$ cat src/dmacsd_pkg.sv
// package of constants and types for the sync-paced dma channel
package dmacsd_pkg;
   // ==========================================================
   // register map (byte addresses)
   localparam logic [7:0] DMACSD_CTRL_ADDR = 8'h00;
   localparam logic [7:0] DMACSD_STAT_ADDR = 8'h04;
   localparam logic [7:0] DMACSD_CNT_ADDR = 8'h08;
   localparam logic [7:0] DMACSD_IMSK_ADDR = 8'h0C;
   localparam logic [7:0] DMACSD_ISTS_ADDR = 8'h10;
   // ==========================================================
   // control register fields
   localparam int DMACSD_EN_BIT = 0;
   localparam int DMACSD_AUTO_BIT = 1;
   localparam int DMACSD_RPT_BIT = 2;
   localparam int DMACSD_ENDP_BIT = 3;
   localparam int DMACSD_FIX_BIT = 4;
   localparam int DMACSD_SEL_LSB = 8;
   localparam int DMACSD_SEL_W = 5;
   localparam logic [4:0] DMACSD_SEL_NONE = 5'h00;
   // ==========================================================
   // status register fields
   localparam int DMACSD_ST_SYNC_BIT = 0;
   localparam int DMACSD_ST_DROP_BIT = 1;
   localparam int DMACSD_ST_HANG_BIT = 2;
   localparam int DMACSD_ST_BUSY_BIT = 3;
   // ==========================================================
   // interrupt status bits
   localparam int DMACSD_IRQ_BLK_BIT = 0;
   localparam int DMACSD_IRQ_DROP_BIT = 1;
   localparam int DMACSD_IRQ_HANG_BIT = 2;
   localparam int DMACSD_IRQ_W = 3;
   // ==========================================================
   // sizes and timing
   localparam int DMACSD_CNT_W = 16;
   localparam int DMACSD_NSRC = 32;
   localparam logic [15:0] DMACSD_CNT_RST = 16'h0014;
   localparam logic [3:0] DMACSD_XFER_CYC = 4'h3;
   localparam logic [1:0] DMACSD_HTRANS_NONSEQ = 2'h2;
   typedef enum logic [1:0] {DMACSD_IDLE, DMACSD_WAIT, DMACSD_XFER,
      DMACSD_HUNG} dmacsd_state_t;
endpackage

$ cat src/dmacsd_sync_sel.sv
// selects and edge-detects the chosen sync event
`timescale 1ns/10ps
module dmacsd_sync_sel
   import dmacsd_pkg::*;
(
   input wire logic hclk,
   input wire logic hresetn,
   input wire logic [DMACSD_NSRC-1:0] sync_src,
   input wire logic [DMACSD_SEL_W-1:0] sel,
   output logic sync_pulse
);
   logic lvl_ff;
   logic cur;

   // select code zero means no sync pacing, so no event is ever seen
   always_comb
   begin
      cur = (sel != DMACSD_SEL_NONE) && sync_src[sel];
   end

   always_ff @(posedge hclk or negedge hresetn)
   begin
      if (!hresetn)
      begin
         lvl_ff <= 1'b0;
      end
      else
      begin
         lvl_ff <= cur;
      end
   end

   assign sync_pulse = cur && !lvl_ff;
endmodule

$ cat src/dmacsd_xfer.sv
// models one element's port read and write as a fixed busy interval
`timescale 1ns/10ps
module dmacsd_xfer
   import dmacsd_pkg::*;
(
   input wire logic hclk,
   input wire logic hresetn,
   input wire logic start,
   output logic busy,
   output logic done
);
   logic [3:0] cnt_ff;

   always_ff @(posedge hclk or negedge hresetn)
   begin
      if (!hresetn)
      begin
         cnt_ff <= 4'h0;
      end
      else if (start && cnt_ff == 4'h0)
      begin
         cnt_ff <= DMACSD_XFER_CYC;
      end
      else if (cnt_ff != 4'h0)
      begin
         cnt_ff <= cnt_ff - 4'h1;
      end
   end

   assign busy = cnt_ff != 4'h0;
   assign done = cnt_ff == 4'h1;
endmodule

$ cat src/dmacsd_top.sv
// sync-paced dma channel control with enable, hang and recovery logic
//
// The implementer's own choices: register access over AHB-Lite and the placing of the registers.
`timescale 1ns/10ps
module dmacsd_top
   import dmacsd_pkg::*;
(
   input wire logic hclk,
   input wire logic hresetn,
   input wire logic hsel,
   input wire logic [31:0] haddr,
   input wire logic [1:0] htrans,
   input wire logic hwrite,
   input wire logic [2:0] hsize,
   input wire logic [31:0] hwdata,
   input wire logic hready,
   output logic [31:0] hrdata,
   output logic hreadyout,
   output logic hresp,
   input wire logic [DMACSD_NSRC-1:0] sync_src,
   output logic elem_req,
   output logic irq
);
   // ==========================================================
   // registers
   logic en_ff, auto_ff, rpt_ff, endp_ff, fix_ff;
   logic [DMACSD_SEL_W-1:0] sel_ff;
   logic [DMACSD_CNT_W-1:0] cnt_cfg_ff, left_ff;
   logic sync_st_ff, drop_ff;
   logic [DMACSD_IRQ_W-1:0] ists_ff, imsk_ff;
   dmacsd_state_t st_ff;
   logic wr_pend_ff;
   logic [7:0] wa_ff;
   logic [31:0] hrdata_ff;
   logic irq_ff, elem_req_ff;
   logic sync_pulse, xbusy, xdone, start;
   logic ctrl_wr, ists_wr, block_end, hang_ev, drop_ev, reload;
   logic [DMACSD_IRQ_W-1:0] ev;

   dmacsd_sync_sel u_sel (
      .hclk(hclk),
      .hresetn(hresetn),
      .sync_src(sync_src),
      .sel(sel_ff),
      .sync_pulse(sync_pulse)
   );

   dmacsd_xfer u_xfer (
      .hclk(hclk),
      .hresetn(hresetn),
      .start(start),
      .busy(xbusy),
      .done(xdone)
   );

   // ==========================================================
   // ahb-lite slave: zero wait states, always okay
   always_ff @(posedge hclk or negedge hresetn)
   begin
      if (!hresetn)
      begin
         wr_pend_ff <= 1'b0;
         wa_ff <= 8'h00;
      end
      else if (hready)
      begin
         wr_pend_ff <= hsel && htrans == DMACSD_HTRANS_NONSEQ && hwrite;
         wa_ff <= haddr[7:0];
      end
   end

   assign ctrl_wr = wr_pend_ff && wa_ff == DMACSD_CTRL_ADDR;
   assign ists_wr = wr_pend_ff && wa_ff == DMACSD_ISTS_ADDR;

   always_ff @(posedge hclk or negedge hresetn)
   begin
      if (!hresetn)
      begin
         hrdata_ff <= 32'h0000_0000;
      end
      else if (hready && hsel && htrans == DMACSD_HTRANS_NONSEQ && !hwrite)
      begin
         unique case (haddr[7:0])
            DMACSD_CTRL_ADDR: hrdata_ff <= {19'h0, sel_ff, 3'h0, fix_ff,
               endp_ff, rpt_ff, auto_ff, en_ff};
            // sync bit latches each event seen outside idle and clears when an element transfer completes or the select is cleared
            DMACSD_STAT_ADDR: hrdata_ff <= {28'h0, xbusy,
               st_ff == DMACSD_HUNG, drop_ff, sync_st_ff};
            DMACSD_CNT_ADDR: hrdata_ff <= {left_ff, cnt_cfg_ff};
            DMACSD_IMSK_ADDR: hrdata_ff <= {29'h0, imsk_ff};
            DMACSD_ISTS_ADDR: hrdata_ff <= {29'h0, ists_ff};
            default: hrdata_ff <= 32'h0000_0000;
         endcase
      end
   end

   assign hrdata = hrdata_ff;
   assign hreadyout = 1'b1;
   assign hresp = 1'b0;

   always_ff @(posedge hclk or negedge hresetn)
   begin
      if (!hresetn)
      begin
         cnt_cfg_ff <= DMACSD_CNT_RST;
         imsk_ff <= 3'h0;
      end
      else if (wr_pend_ff)
      begin
         if (wa_ff == DMACSD_CNT_ADDR)
            cnt_cfg_ff <= hwdata[DMACSD_CNT_W-1:0];
         if (wa_ff == DMACSD_IMSK_ADDR)
            imsk_ff <= hwdata[DMACSD_IRQ_W-1:0];
      end
   end

   // ==========================================================
   // channel sequencing
   // with fix clear the old flaw is kept so software recovery can be tested
   assign block_end = xdone && left_ff == 16'h0001;
   assign reload = auto_ff && (rpt_ff || endp_ff);
   // a sync during the final element, before the self-disable, is the flaw
   assign hang_ev = sync_pulse && !fix_ff && ((st_ff == DMACSD_XFER
      && left_ff == 16'h0001 && !reload)
      || (st_ff == DMACSD_WAIT && left_ff == 16'h0000));
   // without reload, the late sync of the final element never counts as dropped
   assign drop_ev = sync_pulse && st_ff == DMACSD_XFER
      && (left_ff != 16'h0001 || reload);
   assign start = st_ff == DMACSD_WAIT && sync_pulse && left_ff != 16'h0000;

   always_ff @(posedge hclk or negedge hresetn)
   begin
      if (!hresetn)
      begin
         st_ff <= DMACSD_IDLE;
         left_ff <= 16'h0000;
         en_ff <= 1'b0;
         auto_ff <= 1'b0;
         rpt_ff <= 1'b0;
         endp_ff <= 1'b0;
         fix_ff <= 1'b0;
         sel_ff <= DMACSD_SEL_NONE;
      end
      else
      begin
         if (ctrl_wr)
         begin
            en_ff <= hwdata[DMACSD_EN_BIT];
            auto_ff <= hwdata[DMACSD_AUTO_BIT];
            rpt_ff <= hwdata[DMACSD_RPT_BIT];
            endp_ff <= hwdata[DMACSD_ENDP_BIT];
            fix_ff <= hwdata[DMACSD_FIX_BIT];
            sel_ff <= hwdata[DMACSD_SEL_LSB +: DMACSD_SEL_W];
         end
         unique case (st_ff)
            DMACSD_IDLE:
               if (ctrl_wr && hwdata[DMACSD_EN_BIT])
               begin
                  st_ff <= DMACSD_WAIT;
                  left_ff <= cnt_cfg_ff;
               end
            DMACSD_WAIT:
               if (ctrl_wr && !hwdata[DMACSD_EN_BIT])
                  st_ff <= DMACSD_IDLE;
               else if (hang_ev)
                  st_ff <= DMACSD_HUNG;
               else if (start)
                  st_ff <= DMACSD_XFER;
            DMACSD_XFER:
               if (hang_ev)
                  st_ff <= DMACSD_HUNG;
               else if (xdone)
               begin
                  left_ff <= left_ff - 16'h0001;
                  if (!block_end)
                     st_ff <= DMACSD_WAIT;
                  else if (auto_ff && (rpt_ff || endp_ff))
                  begin
                     st_ff <= DMACSD_WAIT;
                     left_ff <= cnt_cfg_ff;
                     endp_ff <= 1'b0;
                  end
                  else
                     st_ff <= DMACSD_WAIT;
               end
            DMACSD_HUNG:
               // only clearing the sync select frees the channel
               if (ctrl_wr && hwdata[DMACSD_SEL_LSB +: DMACSD_SEL_W]
                  == DMACSD_SEL_NONE)
                  st_ff <= DMACSD_IDLE;
         endcase
         // final element done and no reload: enable drops by itself
         if (st_ff == DMACSD_XFER && block_end && !reload && !hang_ev)
         begin
            en_ff <= 1'b0;
            st_ff <= DMACSD_IDLE;
         end
         // a hung channel still shows its enable cleared
         if (hang_ev)
            en_ff <= 1'b0;
         // late sync with fix set is simply dropped here
      end
   end

   // ==========================================================
   // status flags: set wins over clear
   always_ff @(posedge hclk or negedge hresetn)
   begin
      if (!hresetn)
      begin
         sync_st_ff <= 1'b0;
         drop_ff <= 1'b0;
      end
      else
      begin
         if (sync_pulse && (st_ff != DMACSD_IDLE || hang_ev))
            sync_st_ff <= 1'b1;
         else if (ctrl_wr && hwdata[DMACSD_SEL_LSB +: DMACSD_SEL_W]
            == DMACSD_SEL_NONE)
            sync_st_ff <= 1'b0;
         else if (st_ff == DMACSD_XFER && xdone && st_ff != DMACSD_HUNG)
            sync_st_ff <= 1'b0;
         if (drop_ev)
            drop_ff <= 1'b1;
         else if (ctrl_wr && hwdata[DMACSD_EN_BIT])
            drop_ff <= 1'b0;
      end
   end

   // ==========================================================
   // interrupts: write one to clear, set wins
   assign ev = {hang_ev, drop_ev, block_end && st_ff == DMACSD_XFER};

   always_ff @(posedge hclk or negedge hresetn)
   begin
      if (!hresetn)
      begin
         ists_ff <= 3'h0;
         irq_ff <= 1'b0;
         elem_req_ff <= 1'b0;
      end
      else
      begin
         ists_ff <= ev | (ists_ff & ~({DMACSD_IRQ_W{ists_wr}}
            & hwdata[DMACSD_IRQ_W-1:0]));
         irq_ff <= |(ists_ff & imsk_ff);
         elem_req_ff <= xbusy;
      end
   end

   assign irq = irq_ff;
   assign elem_req = elem_req_ff;
endmodule

$ cat config.mk
export PLATFORM = sky130hd
export DESIGN_NAME = dmacsd_top
export DESIGN_NICKNAME = d
export VERILOG_FILES = /design/src/dmacsd_pkg.sv /design/src/dmacsd_sync_sel.sv /design/src/dmacsd_xfer.sv /design/src/dmacsd_top.sv
export SDC_FILE = /design/constraint.sdc
export NUM_CORES = 1
export LEC_CHECK = 0
export BUFFER_PORTS_ARGS = -buffer_cell sky130_fd_sc_hd__buf_2
export CAP_MARGIN = 10
export CORE_ASPECT_RATIO = 0.6
export CORE_UTILIZATION = 53
export CTS_CLUSTER_SIZE = 28
export DETAILED_ROUTE_END_ITERATION = 12
export GPL_TIMING_DRIVEN = 0
export PLACE_DENSITY = 0.91
export SLEW_MARGIN = 15
export SYNTH_ARGS = -nofsm -noshare
export SYNTH_HDL_FRONTEND = slang
export SYNTH_SLANG_ARGS = --single-unit
$ cat constraint.sdc
create_clock -name hclk -period 3.16 [get_ports hclk]
set_input_delay 0.474 -clock hclk [delete_from_list [all_inputs] [get_ports hclk]]
set_output_delay 0.474 -clock hclk [all_outputs]
set_load 0.1 [all_outputs]
==> flow_metrics.py <==
metrics = {
    "power_and_ir_drop": {
        "cellPowerDensity_mw_per_mm2": 600.4,
        "total_power_w": 0.003649,
        "leakage_nw": 2.846,
        "peakVddDrop_mv": 0.4593,
    },
    "drt": {
        "wl_um": 13990,
        "drc": 0,
        "drtAntennaViolNets": 0,
        "dr_total_vias": 4462,
        "drtPass1Iterations": 5,
        "vias_per_cell": 6.214,
        "routedWlPerCell_um": 19.49,
        "drt_iter0_drc": 575,
    },
    "min_path": {
        "hold_path_class": "primary input to asynchronous set/reset pin",
    },
    "die": {
        "start_util_pct": 55.09,
        "core_area_sq_mm": 0.009223,
        "die_w_um": 128.4,
        "die-area_sq_mm": 0.009996,
        "num_rows": 27,
        "io_pins": 142,
        "die_h_um": 77.85,
    },
    "synthesis": {
        "yosysSeqAreaShare_pct": 49.30,
        "synth_most_common_cell": "dfrtp_1",
        "synth_top_area_share_pct": 48.26,
        "syn_area_sq_mm": 0.005081,
        "synth_edf_count": 0,
        "ys.warnings.count": 0,
        "synth_area_leaders": "dfrtp_1, mux2_2, mux2i_1",
        "ys_top_cells_by_count": "dfrtp_1, nand2_1, mux2_2",
        "synth_nets": 586,
        "synthCells": 475,
        "yosys.area.top_type": "dfrtp_1",
        "ys_async_sr_fraction_pct": 100.0,
        "synthFlopType": "dfrtp_1",
        "syn_avg_cell_area_sq_um": 10.70,
        "synth_cell_types": 63,
        "synth-seq-cells": 100,
    },
    "setup_path": {
        "reg2regPathDepth": 5,
        "crit_path_top_delay_cell": "nor4b_2",
        "cp_num_buf_inv": 1,
        "cp.required_ns": 3.39,
        "cp_max_fo": 10,
        "end_kind": "register",
        "reg2reg_slack_ns": 0.08,
        "r2r-end": "cnt_cfg_ff[9]$_DFFE_PN0P_",
        "critPathTopFamily": "simple AND/OR/NAND/NOR gates",
        "startpoint_type": "register",
        "worstPathArrival_ns": 3.31,
        "critPathKind": "register to register",
        "max_stage_delay_ns": 0.83,
        "rr_startpoint": "wa_ff[0]$_DFFE_PN0P_",
        "path_cells": "or4_1, or3_4, nor4b_2, buf_2, mux2_2",
    },
    "global_route": {
        "grt_pass1_vias": 4298,
        "overflow": 0,
        "antenna_found_initial": 0,
        "grt_pass1_wl_um": 22420,
        "grt_use_total_pct": 29.57,
        "grt_max_degree": 61,
    },
    "finish": {
        "drive_gt1_share_pct": 29.25,
        "syn2layout_area_growth_pct": 19.60,
        "n_antenna_cell": 0,
        "finalNetCount": 695,
        "nFillCells": 729,
    },
    "clocking": {
        "cts_tree": "yes",
        "clk_latency_ns": 0.35,
        "ctsHoldBuffers": 0,
        "clk_pin_slew_ns": 0.06,
        "htreeDepth": 3,
        "numCtsBuffers": 9,
        "cts_buffer_depth": 2,
        "cts_root_buffer": "clkbuf_16",
        "clock-sinks": 100,
    },
    "sta": {
        "whs_ns": 0.1923,
        "post-route-period-util_pct": 97.39,
        "setup_viol": 0,
        "period_needed_ns": 3.078,
        "slew_headroom_pct": 33.09,
        "rsz0062_at_grt": "no",
        "max_slew.worst_pin.slew_ns": 1.001,
        "hold_viol": 0,
        "slew_violations": 0,
        "skew_ns": 0.007358,
        "fmax_ghz": 0.3249,
        "finalSetupTns_ns": 0,
    },
    "job": {
        "drv_cap": 0,
    },
    "placed_design": {
        "hpwl_um": 10220,
        "io_buffers": 95,
        "place.gp.congestion": 0.9521,
    },
    "outcome": {
        "outcome": "completed",
    },
}
[layout by cell type, fill, tap and decap left out, types with 2 or more instances in the layout]
| cell | count |
|---|---|
| mux2i_1 | 27 |
| mux4_2 | 3 |
| a41oi_1 | 2 |
| dfstp_2 | 2 |
| and2_1 | 3 |
| or4_1 | 2 |
| o211ai_1 | 5 |
| a21o_1 | 5 |
| nand3b_1 | 2 |
| a22o_1 | 23 |
| and3_1 | 7 |
| a21oi_1 | 25 |
| o21ai_0 | 27 |
| bufinv_16 | 2 |
| nor4_1 | 6 |
| nand3_1 | 7 |
| dfrtp_1 | 98 |
| nor4b_1 | 3 |
| nor2_1 | 32 |
| nor2b_1 | 5 |
| a211oi_1 | 4 |
| clkbuf_16 | 9 |
| nand2_1 | 37 |
| inv_1 | 10 |
| a31oi_1 | 4 |
| o22a_1 | 4 |
| nand4_1 | 2 |
| clkinv_2 | 2 |
| a22oi_1 | 12 |
| ha_1 | 5 |
| buf_4 | 6 |
| clkbuf_1 | 20 |
| buf_2 | 98 |
| o311ai_0 | 3 |
| mux2_2 | 34 |
| conb_1 | 2 |
| o22ai_1 | 4 |
| nor3_1 | 10 |
| nand2b_1 | 6 |
[flip-flops by register name (all words and copies together), names as in the netlist, 2 cells and up]
register and flops:
cnt_cfg_ff 16, hrdata 32, imsk_ff 3, ists_ff 3, left_ff 16, sel_ff 5, st_ff 2, u_xfer.cnt_ff 4
wa_ff 8
[metal layers]
metal	vias to the layer above	GRT usage, %	wire length, um
li1	1977	-	-
met1	2203	41.90	6151
met2	252	43.84	6209
met3	30	8.897	1377
met4	0	8.353	254
met5	-	0	0
[through the flow]
stage | cell area (sq um) | util (%) | instances | setup slack [ns]
final | 6077 | 65.89 | 718 | 0.08239
after floorplan | 5081 | - | 475 | 0.6688
after global routing | 6077 | 65.89 | 718 | 0.01150
after global placement | 5719 | 62.01 | 700 | 0.2104
after CTS | 6048 | 65.58 | 716 | 0.1011
after detailed placement | 5742 | 62.26 | 701 | 0.1072
[final cells by class]
type	instances	area [sq um]	share of cell area (%)
Timing Repair Buffer	98	513.0	8.441
Tap cell	130	162.7	2.677
Inverter	10	37.54	0.6177
Clock inverter	5	77.57	1.277
Multi-Input combinational cell	338	2427	39.94
Buffer	27	125.1	2.059
Sequential cell	100	2505	41.22
Clock buffer	10	229.0	3.768
[repair_timing]
action | 4_1_cts | 5_1_grt
setup buffers | 0 | 2
setup endpoints to repair | 0 | 11
gates resized for setup | 0 | 2
[worst reg2reg max path, stage by stage, from the launching register on]
cell and delay (ns):
dfrtp_1 0.38, or4_1 0.54, or3_4 0.38, nor4b_2 0.84
buf_2 0.44, mux2_2 0.38
[power breakdown]
part	switching, W	internal [W]	total [W]
logic	0.000584	0.000331	0.000915
clock network	0.000469	0.000687	0.00116
registers	0.000156	0.00142	0.00158
[cell families (layout without fill, tap and decap cells)]
group                    Yosys count  after routing  synth area share (%)
multiplexers                      64             64                 14.18
adder cells (fa/ha/maj)            5              5                 1.231
AO/OA/AOI/OAI                    130            130                 17.61
XOR/XNOR                           1              1                0.1724
flip-flops                       100            100                 49.30
other                              2              2                0.1478
AND/OR/NAND/NOR                  136            136                 14.16
buffers and inverters             37            150                 3.201
[worst max path at each step]
stage / start / to / slack [ns] / cells past startpoint
after global routing: wa_ff[0]$_DFFE_PN0P_ / cnt_cfg_ff[9]$_DFFE_PN0P_ / 0.01 / 5
after CTS: left_ff[11]$_DFFE_PN0P_ / left_ff[0]$_DFFE_PN0P_ / 0.10 / 6
final: wa_ff[0]$_DFFE_PN0P_ / cnt_cfg_ff[9]$_DFFE_PN0P_ / 0.08 / 5
after detailed placement: left_ff[11]$_DFFE_PN0P_ / left_ff[0]$_DFFE_PN0P_ / 0.11 / 6
after floorplan: wa_ff[0]$_DFFE_PN0P_ / cnt_cfg_ff[10]$_DFFE_PN0P_ / 0.67 / 5
after global placement: wa_ff[5]$_DFFE_PN0P_ / cnt_cfg_ff[13]$_DFFE_PN0P_ / 0.21 / 5
Note: power is estimated with default switching activity, not from simulation.
